$ cat config.mk
export PLATFORM = sky130hd
export DESIGN_NAME = deadband_steering_shutdown
export DESIGN_NICKNAME = d
export VERILOG_FILES = /design/src/cwg_pkg.sv /design/src/deadband_counter.sv /design/src/deadband_steering_shutdown.sv
export SDC_FILE = /design/constraint.sdc
export NUM_CORES = 1
export LEC_CHECK = 0
export ABC_AREA = 1
export BUFFER_PORTS_ARGS = -buffer_cell sky130_fd_sc_hd__buf_4
export CAP_MARGIN = 20
export CORE_UTILIZATION = 54
export DETAILED_ROUTE_END_ITERATION = 6
export MAX_ROUTING_LAYER = met4
export PLACE_DENSITY_LB_ADDON = 0.1
export SYNTH_ARGS = -nofsm -noshare
export SYNTH_HDL_FRONTEND = slang
export SYNTH_SLANG_ARGS = --single-unit
$ cat constraint.sdc
create_clock -name MCLK -period 2.1 [get_ports MCLK]
set_input_delay 0.42 -clock MCLK [delete_from_list [all_inputs] [get_ports MCLK]]
set_output_delay 0.42 -clock MCLK [all_outputs]
set_load 0.01 [all_outputs]
$ cat src/cwg_pkg.sv
// Package: register map, field positions, reset values and modes of the waveform shaper
// Notes on behaviour
// - Rise delay precedes a (half) or b (full)
// - Rise delay buffered; disabled writes load at once
// - Enabled: load request moves rise on falling edge
// - Fall delay precedes b (half) or d (full)
// - Fall delay buffered; disabled writes load at once
// - Enabled: load request moves fall on falling edge
// - Pulse shorter than delay gives no output
// - Delay uncertainty at most one module clock
// - Direction change applies at next rising input
// - a, c switch at once; b, d delayed once
// - Steered outputs carry input, others fixed level
// - Polarity inverts only steered outputs
// - Shutdown overrides only steered outputs
// - Mode 000 applies steering immediately
// - Mode 001 applies steering at rising input
// - Shutdown bit forces shutdown while set
// - Auto-restart clears shutdown bit, resumes on rise
// - Selected external source forces override levels
// - Four active-low shutdown sources are selectable
// - Shutdown sources level sensitive, hold shutdown
// - Keep oscillator requested when enabled, active, selected
// - Clock select bit only gates the oscillator request; MCLK stays the module clock
// - Two 6-bit counters time the dead band
// - Two-bit fields set override levels, polarity-free
// - Overrides stay until first rising input edge
package cwg_pkg;

  // ==========================================================
  // Register offsets (byte addresses)
  localparam logic [7:0] OFS_CONTROL_0 = 8'h00;
  localparam logic [7:0] OFS_CONTROL_1 = 8'h04;
  localparam logic [7:0] OFS_CLOCK_SELECT = 8'h08;
  localparam logic [7:0] OFS_RISE_DEADBAND = 8'h0C;
  localparam logic [7:0] OFS_FALL_DEADBAND = 8'h10;
  localparam logic [7:0] OFS_SHUTDOWN_CONTROL = 8'h14;
  localparam logic [7:0] OFS_SHUTDOWN_SOURCE = 8'h18;
  localparam logic [7:0] OFS_STEERING = 8'h1C;
  localparam logic [7:0] OFS_ACTIVE_DEADBAND = 8'h20;

  // ==========================================================
  // Field positions
  localparam int ENABLE_BIT = 7;
  localparam int LOAD_BIT = 6;
  localparam int INPUT_STATE_BIT = 5;
  localparam int SHUTDOWN_BIT = 7;
  localparam int RESTART_BIT = 6;
  localparam int LEVEL_BD_LSB = 4;
  localparam int LEVEL_AC_LSB = 2;
  localparam int FIXED_LEVEL_LSB = 4;
  localparam int ACTIVE_FALL_LSB = 8;
  localparam int DB_WIDTH = 6;

  // ==========================================================
  // Reset values and counts
  localparam logic [2:0] MODE_RESET = 3'h0;
  localparam logic [3:0] POLARITY_RESET = 4'hF;
  localparam logic [DB_WIDTH-1:0] DEADBAND_RESET = 6'h00;
  localparam logic [1:0] LEVEL_RESET = 2'h0;
  localparam logic [7:0] ACTIVITY_CYCLES = 8'hFF;

  // ==========================================================
  // Output modes
  typedef enum logic [2:0] {
    MODE_STEER = 3'b000,
    MODE_SYNC_STEER = 3'b001,
    MODE_BRIDGE_FWD = 3'b010,
    MODE_BRIDGE_REV = 3'b011,
    MODE_HALF_BRIDGE = 3'b100,
    MODE_PUSH_PULL = 3'b101
  } mode_t;

endpackage

$ cat src/deadband_counter.sv
// Dead-band delay counter: releases its arm level after a programmed count
`timescale 1ns/10ps
`default_nettype none
module deadband_counter (
  input wire logic clk, // Module clock
  input wire logic rst_n, // Synchronous reset, active low
  input wire logic arm, // Level waiting to be delayed
  input wire logic [cwg_pkg::DB_WIDTH-1:0] limit, // Programmed delay in clocks
  output logic released // Arm seen for limit clocks
);

  logic [cwg_pkg::DB_WIDTH-1:0] count;

  wire logic at_limit = (count == limit);

  // Dropping arm restarts from zero, so a short pulse never releases
  always_ff @(posedge clk) begin
    if (!rst_n || !arm) begin
      count <= '0;
    end else if (!at_limit) begin
      count <= count + 6'h01;
    end
  end

  assign released = arm & at_limit;

endmodule
`default_nettype wire

$ cat src/deadband_steering_shutdown.sv
// Top: dead band, steering and auto-shutdown of a complementary waveform generator
//
// Register access over APB and the register addresses were decided locally.
`timescale 1ns/10ps
`default_nettype none
module deadband_steering_shutdown (
  input wire logic MCLK, // Module clock, 20 MHz
  input wire logic RSTN, // Synchronous reset, active low
  input wire logic PSEL, // APB select
  input wire logic PENABLE, // APB enable
  input wire logic PWRITE, // APB direction, high for write
  input wire logic [7:0] PADDR, // APB byte address
  input wire logic [31:0] PWDATA, // APB write data
  output logic [31:0] PRDATA, // APB read data
  output logic PREADY, // APB ready
  output logic PSLVERR, // APB error on unmapped address
  input wire logic WAVE_IN, // Selected input waveform
  input wire logic COMPARATOR1_SYNC_OUT_N, // Shutdown source 0, active low
  input wire logic COMPARATOR2_SYNC_OUT_N, // Shutdown source 1, active low
  input wire logic TIMER_TWO_POSTSCALED_OUT_N, // Shutdown source 2, active low
  input wire logic SHUTDOWN_INPUT_PIN_N, // Shutdown source 3, active low
  output logic WAVE_OUT_A, // Output a
  output logic WAVE_OUT_B, // Output b
  output logic WAVE_OUT_C, // Output c
  output logic WAVE_OUT_D, // Output d
  output logic INTERNAL_HF_OSCILLATOR_REQ // Keep internal oscillator running
);

  // ==========================================================
  // State
  logic enable;
  logic buffer_load_request;
  logic [2:0] mode;
  logic [3:0] output_polarity;
  logic clock_select;
  logic [5:0] rise_deadband_reg;
  logic [5:0] fall_deadband_reg;
  logic [5:0] rise_active;
  logic [5:0] fall_active;
  logic shutdown;
  logic restart_enable;
  logic [1:0] override_level_bd;
  logic [1:0] override_level_ac;
  logic [3:0] shutdown_source_select;
  logic [3:0] steer_select;
  logic [3:0] fixed_level;
  logic [3:0] steer_active;
  logic wave_prev;
  logic dir_reverse;
  logic db_pending;
  logic override_hold;
  logic [7:0] idle_count;
  logic [3:0] wave_out;
  logic [31:0] next_prdata;
  logic [3:0] act;

  // ==========================================================
  // APB decode
  wire logic setup = PSEL & ~PENABLE;
  wire logic wr = PSEL & PENABLE & PREADY & PWRITE;
  wire logic wr_ctrl0 = wr & (PADDR == cwg_pkg::OFS_CONTROL_0);
  wire logic wr_ctrl1 = wr & (PADDR == cwg_pkg::OFS_CONTROL_1);
  wire logic wr_clk = wr & (PADDR == cwg_pkg::OFS_CLOCK_SELECT);
  wire logic wr_rise = wr & (PADDR == cwg_pkg::OFS_RISE_DEADBAND);
  wire logic wr_fall = wr & (PADDR == cwg_pkg::OFS_FALL_DEADBAND);
  wire logic wr_shut = wr & (PADDR == cwg_pkg::OFS_SHUTDOWN_CONTROL);
  wire logic wr_src = wr & (PADDR == cwg_pkg::OFS_SHUTDOWN_SOURCE);
  wire logic wr_steer = wr & (PADDR == cwg_pkg::OFS_STEERING);
  wire logic mapped = (PADDR[1:0] == 2'h0) && (PADDR <= cwg_pkg::OFS_ACTIVE_DEADBAND);

  // ==========================================================
  // Input edges and mode decode
  wire logic wave = WAVE_IN & enable;
  wire logic rise_edge = wave & ~wave_prev;
  wire logic fall_edge = ~wave & wave_prev;
  wire logic steering = (mode[2:1] == 2'b00);
  wire logic bridge = (mode[2:1] == 2'b01);
  wire logic half = (mode == cwg_pkg::MODE_HALF_BRIDGE);
  wire logic load_xfer = enable & buffer_load_request & fall_edge;
  wire logic wr_load = wr_ctrl0 & PWDATA[cwg_pkg::LOAD_BIT] & enable;

  // ==========================================================
  // Shutdown sources, all active low, order {pin, timer, cmp2, cmp1}
  wire logic [3:0] source_low = ~{SHUTDOWN_INPUT_PIN_N, TIMER_TWO_POSTSCALED_OUT_N,
                                  COMPARATOR2_SYNC_OUT_N, COMPARATOR1_SYNC_OUT_N};
  wire logic ext_active = |(shutdown_source_select & source_low);
  wire logic shutdown_now = shutdown | ext_active;
  wire logic override = shutdown_now | override_hold;

  // ==========================================================
  // Control register 0 and load request
  always_ff @(posedge MCLK) begin
    if (!RSTN) begin
      enable <= 1'b0;
      mode <= cwg_pkg::MODE_RESET;
    end else if (wr_ctrl0) begin
      enable <= PWDATA[cwg_pkg::ENABLE_BIT];
      mode <= PWDATA[2:0];
    end
  end

  // A software set arriving with the transfer keeps the request pending
  always_ff @(posedge MCLK) begin
    if (!RSTN) begin
      buffer_load_request <= 1'b0;
    end else if (wr_load) begin
      buffer_load_request <= 1'b1;
    end else if (load_xfer || !enable) begin
      buffer_load_request <= 1'b0;
    end
  end

  // ==========================================================
  // Polarity, clock select, steering and source registers
  always_ff @(posedge MCLK) begin
    if (!RSTN) begin
      output_polarity <= cwg_pkg::POLARITY_RESET;
      clock_select <= 1'b0;
      shutdown_source_select <= 4'h0;
      steer_select <= 4'h0;
      fixed_level <= 4'h0;
    end else begin
      if (wr_ctrl1) output_polarity <= PWDATA[3:0];
      if (wr_clk) clock_select <= PWDATA[0];
      if (wr_src) shutdown_source_select <= PWDATA[3:0];
      if (wr_steer) begin
        steer_select <= PWDATA[3:0];
        fixed_level <= PWDATA[cwg_pkg::FIXED_LEVEL_LSB +: 4];
      end
    end
  end

  // Mode 000 takes a write straight away, even mid-pulse
  always_ff @(posedge MCLK) begin
    if (!RSTN) begin
      steer_active <= 4'h0;
    end else if (mode == cwg_pkg::MODE_STEER) begin
      steer_active <= wr_steer ? PWDATA[3:0] : steer_select;
    end else if (rise_edge) begin
      steer_active <= steer_select;
    end
  end

  // ==========================================================
  // Double-buffered dead-band values
  always_ff @(posedge MCLK) begin
    if (!RSTN) begin
      rise_deadband_reg <= cwg_pkg::DEADBAND_RESET;
      fall_deadband_reg <= cwg_pkg::DEADBAND_RESET;
      rise_active <= cwg_pkg::DEADBAND_RESET;
      fall_active <= cwg_pkg::DEADBAND_RESET;
    end else begin
      if (wr_rise) rise_deadband_reg <= PWDATA[5:0];
      if (wr_fall) fall_deadband_reg <= PWDATA[5:0];
      if (wr_rise && !enable) begin
        rise_active <= PWDATA[5:0];
      end else if (load_xfer) begin
        rise_active <= rise_deadband_reg;
      end
      if (wr_fall && !enable) begin
        fall_active <= PWDATA[5:0];
      end else if (load_xfer) begin
        fall_active <= fall_deadband_reg;
      end
    end
  end

  // ==========================================================
  // Shutdown bit and override hold
  // A live source wins over any software clear or auto-restart
  always_ff @(posedge MCLK) begin
    if (!RSTN) begin
      shutdown <= 1'b0;
      restart_enable <= 1'b0;
      override_level_bd <= cwg_pkg::LEVEL_RESET;
      override_level_ac <= cwg_pkg::LEVEL_RESET;
    end else begin
      if (wr_shut) begin
        restart_enable <= PWDATA[cwg_pkg::RESTART_BIT];
        override_level_bd <= PWDATA[cwg_pkg::LEVEL_BD_LSB +: 2];
        override_level_ac <= PWDATA[cwg_pkg::LEVEL_AC_LSB +: 2];
      end
      if (ext_active) begin
        shutdown <= 1'b1;
      end else if (wr_shut) begin
        shutdown <= PWDATA[cwg_pkg::SHUTDOWN_BIT];
      end else if (restart_enable) begin
        shutdown <= 1'b0;
      end
    end
  end

  always_ff @(posedge MCLK) begin
    if (!RSTN) begin
      override_hold <= 1'b0;
    end else if (shutdown_now) begin
      override_hold <= 1'b1;
    end else if (rise_edge) begin
      override_hold <= 1'b0;
    end
  end

  // ==========================================================
  // Full-bridge direction tracking
  always_ff @(posedge MCLK) begin
    if (!RSTN) begin
      wave_prev <= 1'b0;
      dir_reverse <= 1'b0;
      db_pending <= 1'b0;
    end else begin
      wave_prev <= wave;
      if (rise_edge && bridge) begin
        dir_reverse <= mode[0];
        db_pending <= (mode[0] != dir_reverse);
      end else if (fall_edge || !bridge) begin
        db_pending <= 1'b0;
      end
    end
  end

  // Direction as it stands from this edge on, so the old direction cannot pulse at the change
  wire logic dir_now = (rise_edge && bridge) ? mode[0] : dir_reverse;
  wire logic db_now = (rise_edge && bridge) ? (mode[0] != dir_reverse) : db_pending;

  // ==========================================================
  // Dead-band counters
  // Edges are sampled on MCLK, so the delay can stretch by one clock
  wire logic rise_arm = half ? wave : (bridge & db_now & dir_now & wave);
  wire logic fall_arm = half ? (enable & ~wave) : (bridge & db_now & ~dir_now & wave);
  wire logic rise_done;
  wire logic fall_done;

  deadband_counter rise_counter (
    .clk(MCLK),
    .rst_n(RSTN),
    .arm(rise_arm),
    .limit(rise_active),
    .released(rise_done)
  );

  deadband_counter fall_counter (
    .clk(MCLK),
    .rst_n(RSTN),
    .arm(fall_arm),
    .limit(fall_active),
    .released(fall_done)
  );

  // ==========================================================
  // Active-state waveform per mode, bits {d, c, b, a}
  always_comb begin
    act = 4'h0;
    case (mode)
      cwg_pkg::MODE_HALF_BRIDGE: begin
        act = {~wave, wave, fall_done, rise_done};
      end
      cwg_pkg::MODE_BRIDGE_FWD, cwg_pkg::MODE_BRIDGE_REV: begin
        if (dir_now) begin
          act = {1'b0, enable, db_now ? rise_done : wave, 1'b0};
        end else begin
          act = {db_now ? fall_done : wave, 1'b0, 1'b0, enable};
        end
      end
      default: begin
        act = 4'h0;
      end
    endcase
  end

  // Steered bits follow input through polarity; fixed bits ignore polarity
  wire logic [3:0] steer_drive = (steer_active & (output_polarity ~^ {4{wave}})) |
                                 (~steer_active & fixed_level);
  wire logic [3:0] drive = steering ? steer_drive : (output_polarity ~^ act);
  wire logic [3:0] affected = steering ? steer_active : 4'hF;
  wire logic [3:0] level = {override_level_bd[0], override_level_ac[0],
                            override_level_bd[0], override_level_ac[0]};
  wire logic [3:0] ovr_mask = {4{override}} & affected;
  wire logic [3:0] next_wave_out = (ovr_mask & level) | (~ovr_mask & drive);

  // ==========================================================
  // Input activity and oscillator request
  wire logic input_active = (idle_count != cwg_pkg::ACTIVITY_CYCLES);
  wire logic next_osc_req = enable & input_active & clock_select;

  always_ff @(posedge MCLK) begin
    if (!RSTN) begin
      idle_count <= cwg_pkg::ACTIVITY_CYCLES;
      wave_out <= 4'h0;
      INTERNAL_HF_OSCILLATOR_REQ <= 1'b0;
    end else begin
      if (rise_edge || fall_edge) begin
        idle_count <= 8'h00;
      end else if (input_active) begin
        idle_count <= idle_count + 8'h01;
      end
      wave_out <= next_wave_out;
      INTERNAL_HF_OSCILLATOR_REQ <= next_osc_req;
    end
  end

  assign WAVE_OUT_A = wave_out[0];
  assign WAVE_OUT_B = wave_out[1];
  assign WAVE_OUT_C = wave_out[2];
  assign WAVE_OUT_D = wave_out[3];

  // ==========================================================
  // APB read mux and answer
  always_comb begin
    next_prdata = 32'h0000_0000;
    case (PADDR)
      cwg_pkg::OFS_CONTROL_0: begin
        next_prdata[cwg_pkg::ENABLE_BIT] = enable;
        next_prdata[cwg_pkg::LOAD_BIT] = buffer_load_request;
        next_prdata[2:0] = mode;
      end
      cwg_pkg::OFS_CONTROL_1: begin
        next_prdata[cwg_pkg::INPUT_STATE_BIT] = WAVE_IN;
        next_prdata[3:0] = output_polarity;
      end
      cwg_pkg::OFS_CLOCK_SELECT: next_prdata[0] = clock_select;
      cwg_pkg::OFS_RISE_DEADBAND: next_prdata[5:0] = rise_deadband_reg;
      cwg_pkg::OFS_FALL_DEADBAND: next_prdata[5:0] = fall_deadband_reg;
      cwg_pkg::OFS_SHUTDOWN_CONTROL: begin
        next_prdata[cwg_pkg::SHUTDOWN_BIT] = shutdown_now;
        next_prdata[cwg_pkg::RESTART_BIT] = restart_enable;
        next_prdata[cwg_pkg::LEVEL_BD_LSB +: 2] = override_level_bd;
        next_prdata[cwg_pkg::LEVEL_AC_LSB +: 2] = override_level_ac;
      end
      cwg_pkg::OFS_SHUTDOWN_SOURCE: next_prdata[3:0] = shutdown_source_select;
      cwg_pkg::OFS_STEERING: begin
        next_prdata[3:0] = steer_select;
        next_prdata[cwg_pkg::FIXED_LEVEL_LSB +: 4] = fixed_level;
      end
      cwg_pkg::OFS_ACTIVE_DEADBAND: begin
        next_prdata[5:0] = rise_active;
        next_prdata[cwg_pkg::ACTIVE_FALL_LSB +: 6] = fall_active;
      end
      default: next_prdata = 32'h0000_0000;
    endcase
  end

  // One wait-free access phase: ready is raised by the setup cycle
  always_ff @(posedge MCLK) begin
    if (!RSTN) begin
      PREADY <= 1'b0;
      PSLVERR <= 1'b0;
      PRDATA <= 32'h0000_0000;
    end else begin
      PREADY <= setup;
      PSLVERR <= setup & ~mapped;
      if (setup) PRDATA <= PWRITE ? 32'h0000_0000 : next_prdata;
    end
  end

endmodule
`default_nettype wire

==> metrics.cfg <==
[cells_and_area]
area_growth_pct = 14.6
final_cells = 934
final_area_um2 = 5880
fillers = 870
nets = 856
regMostFlops = PRDATA
largest_reg_flops = 14
n_antenna_cell = 0
final_core_util_pct = 63.7
drive_gt1_share_pct = 14.3
reg.largest.list = PRDATA: 14 flops, idle_count: 8 flops

[placement]
post-place-cells = 919
pre_cts_ws_ns = -0.00629
gp_congestion = 0.951
dpl.hpwl_mm = 10.6
placed_area_um2 = 5650
io_buffers = 46

[clocking]
cts_buffer_depth = 2
cts-htree-levels = 3
path_clk_slew_ns = 0.10
cts_tree = done
cts_resized = 0
cts_hold_buf = 0
cts_root_buf = clkbuf_8
cts_sinks = 101
insertion_delay_ns = 0.37
post_cts_buffers = 0
cts_buffers = 9

[pwr]
power.density_nw_per_um2 = 679
clkPwrFrac_pct = 35.1
total_power_mw = 3.99
power_leakage_nw = 2.50
pwr-share-comb_pct = 14.1
p_int_mw = 2.89
ir_drop_uv = 598
seq_power_share_pct = 50.8
swShare_pct = 27.7
p_switching_mw = 1.11

[synthesis]
ys_types = 45
async_flop_share_pct = 0
synth.most_common_cell = nand2_1
synth_enable_flop_cells = 0
ys.flop_type = dfxtp_1
synth_common_cells = nand2_1 (169), dfxtp_1 (101), inv_1 (95)
ys_seq_area_share_pct = 39.4
syn_avg_cell_area_um2 = 6.94
yosysTopAreaCellShare_pct = 39.4
synthTopCellsByArea = dfxtp_1 (39%), nand2_1 (12%), a21oi_1 (7.1%)
synthCells = 740
synth_area_um2 = 5130
synth.largest_area_cell = dfxtp_1
yosys_warnings = 0
ys_seq_elements = 101

[timing]
period_needed_ns = 1.81
hold_viol = 0
rsz0062_at_grt = false
setup_viol = 0
finClkSkew_ns = 0.00758
finalMaxSlewViolations = 0
fmax_ghz = 0.552
fin_setup_tns_ns = 0
period_share_pct = 86.3
setup_ws_ns = 0.287
whs_ns = 0.329

[grt]
grt_pass1_vias = 4645
grt_max_degree = 33
grt_usage_pct = 30.3
antenna_found_initial = 0
overflow = 0
grt_pass1_wl_mm = 22.7

[worst_setup_path]
reg2reg_from = enable
cp.required_ns = 2.41
critPathMaxFanout = 5
startpoint_type = register
cp-endpoint = wave_out[3]
critPathArrivalTime_ns = 2.12
cp-startpoint = enable
critPathKind = reg2reg
r2r_cells = 16
r2r-end = wave_out[3]
end_kind = register
reg2reg_setup_slack_ns = 0.29

[die]
die_x_um = 99.5
die_area_um2 = 9900
ios = 89
rows = 35
die_y_um = 99.5
core-area_um2 = 9240
initial_core_util_pct = 55.6

[routing]
drt_iter0_drc = 375
ant_nets = 0
vias = 5078
first_pass_iters = 5
vias_per_cell = 5.44
drc = 0
totalWireLength_mm = 13.9
routedWlPerCell_um = 14.9

[run]
max-cap-violations = 0

[worst_hold_path]
min_path_type = in2reg
hold_path_depth = 3

[status]
status = finished, final reports clean

final cells by class:
type	instances	area (um2)	share of cell area, %
inverters	105	402	6.83
clock inverters	5	85.1	1.45
well taps	129	161	2.74
multi-input cells	519	2590	44.0
flip-flops and latches	101	2020	34.4
clock buffers	10	138	2.34
repair buffers	65	488	8.30
routing by layer:
layer	track usage (%)	up-vias	share of wire, %	wire length [um]
met3	6.61	32	7.9	1100
met4	9.84	0	2.1	297
li1	-	2520	-	-
met2	47.3	212	45	6270
met1	39.2	2314	45	6240
met5	-	-	0	0
worst max-delay path, cell delays in order (launching register included):
cell and delay (ns):
dfxtp_1 0.35, nand2_2 0.06, inv_2 0.06, ha_2 0.21, inv_1 0.08, nor2_2 0.14
nand2_1 0.08, buf_4 0.14, nand2_1 0.06, nand2_1 0.05, inv_1 0.06, nor2_1 0.04
nand2_1 0.10, nand2_1 0.06, nand2_1 0.05, nand3_1 0.07, a21oi_1 0.14
cell families (layout without fill, tap and decap cells):
logic type	Yosys count	after routing	share of synthesized area [%]
AND/OR/NAND/NOR	313	313	27.3
buffers and inverters	137	185	11.7
other	1	18	0.0730
AO/OA/AOI/OAI	180	180	19.8
flip-flops	101	101	39.4
adder cells (fa/ha/maj)	5	5	1.22
XOR/XNOR	3	3	0.512
worst min path at each step:
stage / from / end / slack [ns]
4_1_cts: PWDATA[4] / fall_deadband_reg[4] / 0.32
3_5_place_dp: override_level_ac[1] / override_level_ac[1] / 0.46
2_1_floorplan: override_level_ac[1] / override_level_ac[1] / 0.43
5_1_grt: RSTN / idle_count[5] / 0.32
6_report: PWDATA[4] / fall_deadband_reg[4] / 0.33
3_3_place_gp: override_level_ac[1] / override_level_ac[1] / 0.44
layout by cell type, fill, tap and decap left out, drive strengths merged, types with 10 or more instances in the layout:
cell type	count
conb	18
clkbuf	10
o22ai	15
nor2	61
a21oi	73
nor3	14
nand2	176
dfxtp	101
buf	65
o21ai	56
nand3	46
a31oi	11
inv	101
power by group through the flow:
stage          Clock [mW]  Sequential, mW  Combinational, mW
3_5_place_dp            0            2.07              0.555
2_1_floorplan           0            2.06              0.428
6_report             1.40            2.03              0.563
5_1_grt              1.49            2.04              0.638
3_3_place_gp            0            2.07              0.529
4_1_cts              1.40            2.03              0.557
(Power assumes the default switching activity.)
